`src/rtl/charge_ctrl_pkg.sv`:
```
// Constants, types and encodings for the charge-control state machine.
// Assumes a single 10 MHz clock and an AHB-Lite master with 32-bit data.
`default_nettype none

package charge_ctrl_pkg;

  // Clock and timing
  localparam int unsigned CLK_HZ            = 10_000_000;
  localparam int unsigned TEMP_DEGL_MS      = 375;
  localparam logic [31:0] TEMP_DEGL_CYCLES  = 32'(TEMP_DEGL_MS * (CLK_HZ / 1000));
  localparam logic [31:0] PRECHG_CYCLES     = 32'h000F_4240;
  localparam logic [31:0] FAST_CYCLES       = 32'h0098_9680;
  localparam logic [31:0] TERM_DEGL_CYCLES  = 32'h0000_03E8;

  // Register map (byte addresses, one word each)
  localparam logic [7:0]  CTRL_OFFSET       = 8'h00;
  localparam logic [7:0]  STATUS_OFFSET     = 8'h04;
  localparam logic        CTRL_INHIBIT_RST  = 1'b0;
  localparam int unsigned CTRL_INHIBIT_BIT  = 0;
  localparam int unsigned STAT_STATE_LSB    = 0;
  localparam int unsigned STAT_PROBE_BIT    = 4;
  localparam int unsigned STAT_TEMP_BIT     = 5;
  localparam int unsigned STAT_ARMED_BIT    = 6;

  // Sense inputs from the analog comparators and pins
  typedef struct packed {
    logic supply_present;
    logic charge_enable_n;
    logic timer_allow_n;
    logic above_precharge;
    logic at_regulation;
    logic above_recharge;
    logic below_term_current;
    logic temp_in_window;
  } sense_t;

  localparam sense_t SENSE_RST = '{supply_present: 1'b0, charge_enable_n: 1'b1, timer_allow_n: 1'b1,
                                   above_precharge: 1'b0, at_regulation: 1'b0, above_recharge: 1'b0,
                                   below_term_current: 1'b0, temp_in_window: 1'b1};

  typedef enum logic [3:0] {
    ST_SLEEP    = 4'h0,
    ST_DISABLED = 4'h1,
    ST_PRECHG   = 4'h2,
    ST_FAST_CC  = 4'h3,
    ST_VOLT_REG = 4'h4,
    ST_TERM_WT  = 4'h5,
    ST_DONE     = 4'h6,
    ST_SUSPEND  = 4'h7,
    ST_FAULT    = 4'h8
  } chg_state_t;

endpackage : charge_ctrl_pkg

`default_nettype wire

```
`src/rtl/li_ion_charge_control_fsm.sv`:
```
// Charge sequencer: precharge, constant current, voltage regulation, termination,
// recharge, temperature suspend, sleep and timer-fault recovery, plus an AHB-Lite slave.
// Assumes comparator and pin inputs are asynchronous; open-drain pads resolve outside.
`timescale 1ns/1ps
`default_nettype none

module li_ion_charge_control_fsm #(
  parameter logic [31:0] PRECHG_LEN = charge_ctrl_pkg::PRECHG_CYCLES,
  parameter logic [31:0] FAST_LEN   = charge_ctrl_pkg::FAST_CYCLES,
  parameter logic [31:0] TERM_LEN   = charge_ctrl_pkg::TERM_DEGL_CYCLES,
  parameter logic [31:0] TEMP_LEN   = charge_ctrl_pkg::TEMP_DEGL_CYCLES
) (
  // Clock and reset
  input  wire logic                    ref_clk_in,
  input  wire logic                    rst_in,
  // Comparator and pin inputs
  input  wire charge_ctrl_pkg::sense_t sense_in,
  // AHB-Lite slave
  input  wire logic                    hsel_in,
  input  wire logic [31:0]             haddr_in,
  input  wire logic [1:0]              htrans_in,
  input  wire logic                    hwrite_in,
  input  wire logic [2:0]              hsize_in,
  input  wire logic [31:0]             hwdata_in,
  input  wire logic                    hready_in,
  output logic [31:0]                  hrdata_out,
  output logic                         hreadyout_out,
  output logic                         hresp_out,
  // Open-drain status and supply-good pads
  output logic                         status_out_a_out,
  output logic                         status_out_a_oe_out,
  output logic                         status_out_b_out,
  output logic                         status_out_b_oe_out,
  output logic                         supply_good_n_out,
  output logic                         supply_good_n_oe_out,
  // Power path controls
  output logic                         pass_switch_on_out,
  output logic                         precharge_mode_out,
  output logic                         removal_probe_current_out
);
  import charge_ctrl_pkg::*;

  function automatic logic [7:0] reg_offset(input logic [31:0] addr);
    reg_offset = (addr[31:8] == 24'h00_0000) ? {addr[7:2], 2'b00} : 8'hFF;
  endfunction : reg_offset

  function automatic logic is_charging(input chg_state_t st);
    is_charging = (st == ST_PRECHG) || (st == ST_FAST_CC) || (st == ST_VOLT_REG);
  endfunction : is_charging

  //////////////////////////////////////////////////////////////////////////////
  // Input synchronisers: a change counts once stages two and three agree
  logic [7:0] s1_q;
  logic [7:0] s2_q;
  logic [7:0] s3_q;
  sense_t     cmp_q;
  sense_t     prev_q;
  always_ff @(posedge ref_clk_in) begin
    if (rst_in) begin
      s1_q   <= SENSE_RST;
      s2_q   <= SENSE_RST;
      s3_q   <= SENSE_RST;
      cmp_q  <= SENSE_RST;
      prev_q <= SENSE_RST;
    end else begin
      s1_q   <= sense_in;
      s2_q   <= s1_q;
      s3_q   <= s2_q;
      cmp_q  <= sense_t'((s2_q & ~(s2_q ^ s3_q)) | (cmp_q & (s2_q ^ s3_q)));
      prev_q <= cmp_q;
    end
  end

  logic ce_fall;
  logic te_toggle;
  logic ce_toggle;
  assign ce_fall   = prev_q.charge_enable_n & ~cmp_q.charge_enable_n;
  assign ce_toggle = prev_q.charge_enable_n ^ cmp_q.charge_enable_n;
  assign te_toggle = prev_q.timer_allow_n ^ cmp_q.timer_allow_n;

  //////////////////////////////////////////////////////////////////////////////
  // Register file
  logic        inhibit_q;
  logic        wr_pend_q;
  logic [7:0]  wr_off_q;
  logic [31:0] hrdata_q;
  logic        hreadyout_q;
  logic        hresp_q;
  logic        addr_phase;
  logic [31:0] status_word;
  chg_state_t  state_q;
  chg_state_t  state_d;
  logic        temp_bad_q;
  logic        armed_q;
  logic        probe_q;

  assign addr_phase  = hsel_in & hready_in & htrans_in[1];
  assign status_word = {25'h000_0000, armed_q, temp_bad_q, probe_q, state_q};

  always_ff @(posedge ref_clk_in) begin
    if (rst_in) begin
      wr_pend_q <= 1'b0;
      wr_off_q  <= 8'h00;
    end else begin
      wr_pend_q <= addr_phase & hwrite_in;
      wr_off_q  <= reg_offset(haddr_in);
    end
  end

  always_ff @(posedge ref_clk_in) begin
    if (rst_in) begin
      inhibit_q <= CTRL_INHIBIT_RST;
    end else if (wr_pend_q && wr_off_q == CTRL_OFFSET) begin
      inhibit_q <= hwdata_in[CTRL_INHIBIT_BIT];
    end
  end

  // Read data is fetched in the address phase so it stands in the data phase
  always_ff @(posedge ref_clk_in) begin
    if (rst_in) begin
      hrdata_q    <= 32'h0000_0000;
      hreadyout_q <= 1'b1;
      hresp_q     <= 1'b0;
    end else begin
      hreadyout_q <= 1'b1;
      hresp_q     <= 1'b0;
      if (addr_phase && !hwrite_in) begin
        case (reg_offset(haddr_in))
          CTRL_OFFSET:   hrdata_q <= {31'h0000_0000, inhibit_q};
          STATUS_OFFSET: hrdata_q <= status_word;
          default:       hrdata_q <= 32'h0000_0000;
        endcase
      end else begin
        hrdata_q <= 32'h0000_0000;
      end
    end
  end

  //////////////////////////////////////////////////////////////////////////////
  // Temperature fault deglitch
  logic [31:0] temp_cnt_q;

  always_ff @(posedge ref_clk_in) begin
    if (rst_in) begin
      temp_cnt_q <= 32'h0000_0000;
      temp_bad_q <= 1'b0;
    end else if (cmp_q.temp_in_window) begin
      temp_cnt_q <= 32'h0000_0000;
      temp_bad_q <= 1'b0;
    end else begin
      if (temp_cnt_q != TEMP_LEN - 32'h0000_0001) begin
        temp_cnt_q <= temp_cnt_q + 32'h0000_0001;
      end
      temp_bad_q <= (temp_cnt_q == TEMP_LEN - 32'h0000_0001);
    end
  end

  //////////////////////////////////////////////////////////////////////////////
  // Safety timers and termination deglitch
  logic [31:0] pre_cnt_q;
  logic [31:0] fast_cnt_q;
  logic [31:0] term_cnt_q;
  logic        pre_exp;
  logic        fast_exp;
  logic        term_exp;
  logic        restart;
  logic        timer_clr;
  assign pre_exp   = (pre_cnt_q == PRECHG_LEN - 32'h0000_0001);
  assign fast_exp  = ~cmp_q.timer_allow_n & (fast_cnt_q == FAST_LEN - 32'h0000_0001);
  assign term_exp  = (term_cnt_q == TERM_LEN - 32'h0000_0001);
  assign timer_clr = ce_fall | restart;

  always_ff @(posedge ref_clk_in) begin
    if (rst_in) begin
      pre_cnt_q <= 32'h0000_0000;
    end else if (timer_clr) begin
      pre_cnt_q <= 32'h0000_0000;
    end else if (state_q == ST_PRECHG && !pre_exp) begin
      pre_cnt_q <= pre_cnt_q + 32'h0000_0001;
    end
  end

  // Held while suspended or while the timer is disallowed
  always_ff @(posedge ref_clk_in) begin
    if (rst_in) begin
      fast_cnt_q <= 32'h0000_0000;
    end else if (timer_clr) begin
      fast_cnt_q <= 32'h0000_0000;
    end else if ((state_q == ST_FAST_CC || state_q == ST_VOLT_REG) && !cmp_q.timer_allow_n && !fast_exp) begin
      fast_cnt_q <= fast_cnt_q + 32'h0000_0001;
    end
  end

  always_ff @(posedge ref_clk_in) begin
    if (rst_in) begin
      term_cnt_q <= 32'h0000_0000;
    end else if (state_q != ST_TERM_WT) begin
      term_cnt_q <= 32'h0000_0000;
    end else if (!term_exp) begin
      term_cnt_q <= term_cnt_q + 32'h0000_0001;
    end
  end

  //////////////////////////////////////////////////////////////////////////////
  // Charge sequencer
  chg_state_t held_q;
  chg_state_t start_state;
  logic       enabled;
  logic       fault_clear;
  logic       armed_d;
  assign enabled     = cmp_q.supply_present & ~cmp_q.charge_enable_n & ~inhibit_q;
  assign start_state = cmp_q.above_precharge ? ST_FAST_CC : ST_PRECHG;
  assign fault_clear = ce_toggle | te_toggle;

  always_comb begin
    state_d = state_q;
    restart = 1'b0;
    if (!cmp_q.supply_present) begin
      state_d = ST_SLEEP;
    end else if (!enabled) begin
      state_d = ST_DISABLED;
    end else begin
      case (state_q)
        ST_SLEEP, ST_DISABLED: begin
          state_d = start_state;
          restart = 1'b1;
        end
        ST_PRECHG: begin
          if (temp_bad_q) begin
            state_d = ST_SUSPEND;
          end else if (cmp_q.above_precharge) begin
            state_d = ST_FAST_CC;
          end else if (pre_exp) begin
            state_d = ST_FAULT;
          end
        end
        ST_FAST_CC: begin
          if (temp_bad_q) begin
            state_d = ST_SUSPEND;
          end else if (fast_exp) begin
            state_d = ST_FAULT;
          end else if (cmp_q.at_regulation) begin
            state_d = ST_VOLT_REG;
          end
        end
        ST_VOLT_REG: begin
          if (temp_bad_q) begin
            state_d = ST_SUSPEND;
          end else if (fast_exp) begin
            state_d = ST_FAULT;
          end else if (cmp_q.below_term_current) begin
            state_d = ST_TERM_WT;
          end
        end
        ST_TERM_WT: begin
          if (term_exp) begin
            state_d = ST_DONE;
          end
        end
        ST_DONE: begin
          if (!cmp_q.above_recharge) begin
            state_d = start_state;
            restart = 1'b1;
          end
        end
        ST_SUSPEND: begin
          if (!temp_bad_q) begin
            state_d = held_q;
          end
        end
        ST_FAULT: begin
          if (fault_clear || (armed_q && !cmp_q.above_recharge)) begin
            state_d = start_state;
            restart = 1'b1;
          end
        end
        default: begin
          state_d = ST_SLEEP;
        end
      endcase
    end
  end

  // Armed once the output has stood above the recharge threshold in fault
  always_comb begin
    armed_d = (state_d == ST_FAULT) && ((state_q == ST_FAULT && armed_q) || cmp_q.above_recharge);
  end

  always_ff @(posedge ref_clk_in) begin
    if (rst_in) begin
      state_q <= ST_SLEEP;
      held_q  <= ST_PRECHG;
      armed_q <= 1'b0;
    end else begin
      state_q <= state_d;
      armed_q <= armed_d;
      if (is_charging(state_q) && state_d == ST_SUSPEND) begin
        held_q <= state_q;
      end
    end
  end

  //////////////////////////////////////////////////////////////////////////////
  // Registered outputs, derived from the next state so they align with state_q
  logic stat_a_q;
  logic stat_b_q;
  logic pg_q;
  logic pass_q;
  logic pre_mode_q;
  logic drive_low_q;

  always_ff @(posedge ref_clk_in) begin
    if (rst_in) begin
      stat_a_q    <= 1'b0;
      stat_b_q    <= 1'b0;
      pg_q        <= 1'b0;
      pass_q      <= 1'b0;
      pre_mode_q  <= 1'b0;
      probe_q     <= 1'b0;
      drive_low_q <= 1'b0;
    end else begin
      stat_a_q    <= (state_d == ST_PRECHG) || (state_d == ST_FAST_CC) || (state_d == ST_VOLT_REG)
                     || (state_d == ST_TERM_WT);
      stat_b_q    <= (state_d == ST_PRECHG) || (state_d == ST_DONE);
      pg_q        <= (state_d != ST_SLEEP);
      pass_q      <= is_charging(state_d);
      pre_mode_q  <= (state_d == ST_PRECHG);
      probe_q     <= (state_d == ST_FAULT) && !armed_d && !cmp_q.above_recharge;
      drive_low_q <= 1'b0;
    end
  end

  assign hrdata_out                = hrdata_q;
  assign hreadyout_out             = hreadyout_q;
  assign hresp_out                 = hresp_q;
  assign status_out_a_out          = drive_low_q;
  assign status_out_a_oe_out       = stat_a_q;
  assign status_out_b_out          = drive_low_q;
  assign status_out_b_oe_out       = stat_b_q;
  assign supply_good_n_out         = drive_low_q;
  assign supply_good_n_oe_out      = pg_q;
  assign pass_switch_on_out        = pass_q;
  assign precharge_mode_out        = pre_mode_q;
  assign removal_probe_current_out = probe_q;
endmodule : li_ion_charge_control_fsm

`default_nettype wire

```
`config.mk`:
```
export PLATFORM = sky130hd
export DESIGN_NAME = li_ion_charge_control_fsm
export DESIGN_NICKNAME = d
export VERILOG_FILES = /design/src/rtl/charge_ctrl_pkg.sv /design/src/rtl/li_ion_charge_control_fsm.sv
export SDC_FILE = /design/constraint.sdc
export NUM_CORES = 1
export LEC_CHECK = 0
export CAP_MARGIN = 20
export CORE_MARGIN = 8
export CORE_UTILIZATION = 60
export CTS_BUF_LIST = sky130_fd_sc_hd__clkbuf_8
export DETAILED_ROUTE_END_ITERATION = 7
export DONT_BUFFER_PORTS = 1
export PLACE_DENSITY_LB_ADDON = 0.1
export SYNTH_ARGS = -nofsm -noshare
export SYNTH_HDL_FRONTEND = slang
export SYNTH_SLANG_ARGS = --single-unit
```
`constraint.sdc`:
```
create_clock -name ref_clk_in -period 3.13 [get_ports ref_clk_in]
set_input_delay 0.313 -clock ref_clk_in [delete_from_list [all_inputs] [get_ports ref_clk_in]]
set_output_delay 0.313 -clock ref_clk_in [all_outputs]
set_load 0.1 [all_outputs]
```
**After elaboration in Yosys (flattened, before gate mapping)**

Index checks and enable logic that the tools add are counted.

- Register bits: 220
- Input port bits: 82
- Output and inout bits: 43
- Logic and storage cells: 137

- Add/subtract/negate cells: 4
- Eq/ne operators: 22
- Muxes and demuxes: 24
- Bitwise operators: 20
- Reductions and logical operators: 36

Operator list:

| cell | count |
|---|---|
| $add A32 B1 Y32 const B | 4 |
| $mux W4 | 15 |
| $eq A32 B10 Y1 const B | 1 |
| $eq A32 B20 Y1 const B | 1 |
| $eq A32 B22 Y1 const B | 1 |
| $eq A32 B24 Y1 const B | 1 |
| $eq A4 B3 Y1 const B | 8 |
| $ne A32 B22 Y1 const B | 1 |
| $pmux W4 S8 | 1 |
| $logic_not A24 Y1 | 1 |
| $and A8 B8 Y8 | 2 |
| $eq A4 B2 Y1 const B | 4 |
| $logic_not A8 Y1 | 2 |
| $pmux W7 S2 | 1 |
| $logic_and A1 B1 Y1 | 11 |
| $reduce_or A2 Y1 | 5 |
| $logic_or A1 B1 Y1 | 9 |
| $eq A4 B4 Y1 const B | 2 |
| $eq A8 B3 Y1 const B | 1 |
| $mux W8 | 1 |
| $not A8 Y8 | 1 |
| $or A8 B8 Y8 | 1 |
| $xor A8 B8 Y8 | 1 |
| $and A1 B1 Y1 | 7 |
| other kinds (10) | 24 |

**Logic depth before layout (Yosys ltp)**

- Depth in word-level cells: 12
- Mapped depth: 8
- Depth with buffers taken out: 7

**Worst setup path after synthesis**

OpenSTA, ideal clock, no wires.

- Path kind: reg2reg
- From: register term_cnt_q[0]
- To: register held_q[1]
- Setup time: 0.120 ns
- Arrival: 2.137 ns
- Required time: 3.010 ns
- Slack: 0.873 ns
- Cell stages (with the launch flop): 8
- Path buffers: 0
- Clock period less this slack: 2.257 ns
- Cells stage by stage: dfxtp_1 > ha_1 > nor4b_1 > nand3_1 > or4_4 > o2111a_2 > or4_1 > o31a_1

- Cells in the longest elaborated chain, start to end: 7

RTL lines:

| item | line | source |
|---|---|---|
| start, declared | li_ion_charge_control_fsm.sv:162 | `logic [31:0] term_cnt_q;` |
| start signal, assigned | li_ion_charge_control_fsm.sv:200 | `term_cnt_q <= term_cnt_q + 32'h0000_0001;` |
| $eq A32 B10 Y1 | li_ion_charge_control_fsm.sv:170 | `assign term_exp = (term_cnt_q == TERM_LEN - 32'h0000_0001);` |
| $mux W4 | li_ion_charge_control_fsm.sv:256 | `if (term_exp) begin` |
| $pmux W4 S8 | li_ion_charge_control_fsm.sv:223 | `case (state_q)` |
| $mux W4 | li_ion_charge_control_fsm.sv:220 | `end else if (!enabled) begin` |
| $mux W4 | li_ion_charge_control_fsm.sv:218 | `if (!cmp_q.supply_present) begin` |
| $eq A4 B3 Y1 | li_ion_charge_control_fsm.sv:297 | `if (is_charging(state_q) && state_d == ST_SUSPEND) begin` |
| $logic_and A1 B1 Y1 | li_ion_charge_control_fsm.sv:297 |  |
| end signal, assigned | li_ion_charge_control_fsm.sv:298 | `held_q <= state_q;` |
| end, declared | li_ion_charge_control_fsm.sv:206 | `chg_state_t held_q;` |

No other way between the ends.
A chain may end at the register's enable or synchronous reset.

**Worst setup path after layout**

Same ends and word-level chain as after synthesis.

==> flow_metrics.tcl <==
set metrics [dict create \
    tns_ns 0 \
    critPathCaptureType "flop" \
    setup_viol 0 \
    cp_max_fo 4 \
    dp_hpwl_um 11900 \
    clkTransAtPathRegs_ns 0.10 \
    synthTopCellsByArea "dfxtp_1, nor2_1, xor2_1" \
    grt_overflow 0 \
    p_per_area_nw_per_um2 455 \
    grt_first_pass_wirelength_um 28700 \
    p_comb_share_pct 5.2 \
    switchingPower_uw 1140 \
    swShare_pct 26.2 \
    p_leak_uw 0.00315 \
    drive_gt1_share_pct 8.95 \
    cp_num_buf_inv 0 \
    cts_buffers 17 \
    path_cells "ha_1 > nor4b_1 > nand3_1 > or4_4 > o2111a_2 > or4_1 > o31a_1" \
    area_growth_syn_to_layout_pct 6.89 \
    synthTopCellsByCount "dfxtp_1, nor2_1, nand2_1" \
    cts_setup_buffers 0 \
    track_usage_pct 18.6 \
    synth_area_leader_cell "dfxtp_1" \
    antenna_found_initial 0 \
    slowest_stage "or4_1" \
    fill_cells 1216 \
    timing.rr.end "held_q[1]" \
    max_slew.worst_pin.slew_ns 1.02 \
    synth_top_area_share_pct 43.6 \
    hold_depth 3 \
    avgSynthCellArea_um2 8.75 \
    clkPwrFrac_pct 37.3 \
    ir_drop_mv 0.457 \
    relSlewSlack_pct 31.9 \
    multi_input_area_um2 4630 \
    synth_cell_types 75 \
    synthCells 1018 \
    nets 1113 \
    path_class "reg2reg" \
    ios 125 \
    synth.cell_area_um2 8910 \
    grt_pass1_vias 5976 \
    port_buffers 0 \
    setup_ws_ns 0.525 \
    hold_viol 0 \
    wire_per_inst_um 14.2 \
    drc 0 \
    synth_edf_count 0 \
    rsz0062_at_grt "false" \
    rows 44 \
    die-area_um2 19000 \
    r2r_slack_ns 0.53 \
    crit_required_ns 3.49 \
    period_needed_ns 2.60 \
    crit_path_start_kind "flop" \
    async_flop_share_pct 0 \
    vias 6754 \
    cts_root_buffer "clkbuf_8" \
    holdWs_ns 0.0259 \
    wirelength_um 17400 \
    post-route-period-util_pct 83.2 \
    ys_ff_latch 194 \
    diodes 0 \
    slew_violations 0 \
    min-delay-start "haddr_in[3]" \
    ff_latch_area_um2 3880 \
    r2r-start "term_cnt_q[0]" \
    cts_sinks 194 \
    finish.utilization_pct 65.5 \
    cp_top_family "simple AND/OR/NAND/NOR gates" \
    seqPwrFrac_pct 57.5 \
    critPathArrivalTime_ns 2.96 \
    cts-hold-fix-buffers 18 \
    dr.pass1.iters 5 \
    post-synth-top-count-cell "dfxtp_1" \
    dpl_cell_area_um2 8930 \
    hold_path_end "hrdata_out[0]" \
    cts_resized 0 \
    synthFlopType "dfxtp_1" \
    die_y_um 138 \
    cts_buffer_depth 2 \
    skew_ns 0.0129 \
    cap_viol_max_count 0 \
    pre_cts_ws_ns 0.566 \
    cp_slowest_stage_delay_ns 0.53 \
    cts_tree "done" \
    gp_congestion 0.839 \
    initial_utilization_pct 61.3 \
    outcome "complete, no violations" \
    drt-initial-drc-count 397 \
    internal_power_uw 3200 \
    reg2reg_depth 7 \
    clock_latency_ns 0.47 \
    fmax_ghz 0.384 \
    ctsHtreeMaxLevel 4 \
    avgViaCountPerCell 5.52 \
    ys.warnings.count 0 \
    min_path_type "in2reg" \
    yosysSeqAreaShare_pct 43.6 \
    core-area_um2 14500 \
    final_cell_area_um2 9530 \
    ant_nets 0 \
    die_w_um 138 \
    grt_max_degree 47 \
]
## area by class of cell
| class | instances | area share (%) |
|---|---|---|
| timing repair buffer | 31 | 3.05 |
| clock inverter | 14 | 1.52 |
| clock buffer | 18 | 2.60 |
| inverter | 26 | 1.02 |
| sequential | 194 | 40.8 |
| multi-input combinational | 756 | 48.6 |
| tap | 184 | 2.42 |
## per-stage QoR
stage	cells	power, µW
final	1223	4330
after global routing	1223	4490
after CTS	1222	4380
after detailed placement	1172	2740
after global placement	1172	2740
after floorplan	1046	2770
## worst min-delay path, delay by kind of cell
| kind | cells | cell delay (ns) |
|---|---|---|
| AND/OR/NAND/NOR | 3 | 0.15 |
## power by group through the flow
stage	Combinational [µW]	Clock, µW	Sequential, µW
after floorplan	225	0	2550
after global placement	195	0	2550
after detailed placement	195	0	2550
after CTS	223	1660	2490
after global routing	234	1770	2490
final	225	1620	2490
## cell usage in the layout (no fill, tap or decap), types with 6 or more instances in the layout
cell type      synthesis  layout
and3_1                22      22
nor3_2                 8       9
dfxtp_1              194     194
buf_4                 32      12
clkbuf_8               0      18
conb_1                 2      30
nand2b_1              12      12
o21ai_0               18      18
or3_1                 19      18
dlygate4sd3_1          0      18
and4_1                13      13
mux2i_1               10      10
nor4_1                33      33
nor2_1               142     142
nand2_1               70      70
inv_1                 26      26
nor2b_1               19      19
xor2_1                53      53
o21ai_1                6       6
nor4b_1                8       8
nand4_1               37      37
xnor2_1               49      49
nor3_1                29      28
a21oi_1               31      31
nand3_1               48      48
or2_2                 16      16
## state kept, by name (all words and copies together) (netlist names), 2 cells and up, named ones only
name        flops
state_q         4
held_q          4
wr_off_q        7
s3_q            8
s1_q            8
s2_q            8
prev_q          2
term_cnt_q     32
fast_cnt_q     32
temp_cnt_q     32
hrdata_out      7
pre_cnt_q      32
## routing by layer
| metal | share of wire [%] | GRT usage (%) | vias up |
|---|---|---|---|
| li1 | - | - | 3507 |
| met1 | 48 | 24.4 | 3147 |
| met2 | 47 | 29.5 | 82 |
| met3 | 3.2 | 4.24 | 18 |
| met4 | 1.7 | 6.33 | 0 |
| met5 | 0 | 0 | - |
## logic make-up (layout without fill, tap and decap cells)
kind of cell               Yosys count  in the layout  share of synthesized area, %
AOI/OAI and AO/OA                   97             97                          7.37
xor gates and xnor gates           102            102                          10.0
adders and majority gates            5              5                         0.702
buffers and inverters               96             89                          5.70
DFF                                194            194                          43.6
muxes                               10             10                          1.12
other                                2             30                        0.0843
and+or+nand+nor                    512            512                          31.4
## worst max path at each step
stage,start,endpoint,slack [ns],cells past startpoint
global placement,state_q[2],fast_cnt_q[24],0.59,6
finish,term_cnt_q[0],held_q[1],0.53,7
CTS,term_cnt_q[0],held_q[1],0.53,7
global route,state_q[2],fast_cnt_q[24],0.32,6
detailed placement,term_cnt_q[0],held_q[1],0.57,7
floorplan,term_cnt_q[0],held_q[1],0.87,7
No activity file was read; power rests on OpenSTA's default activity.
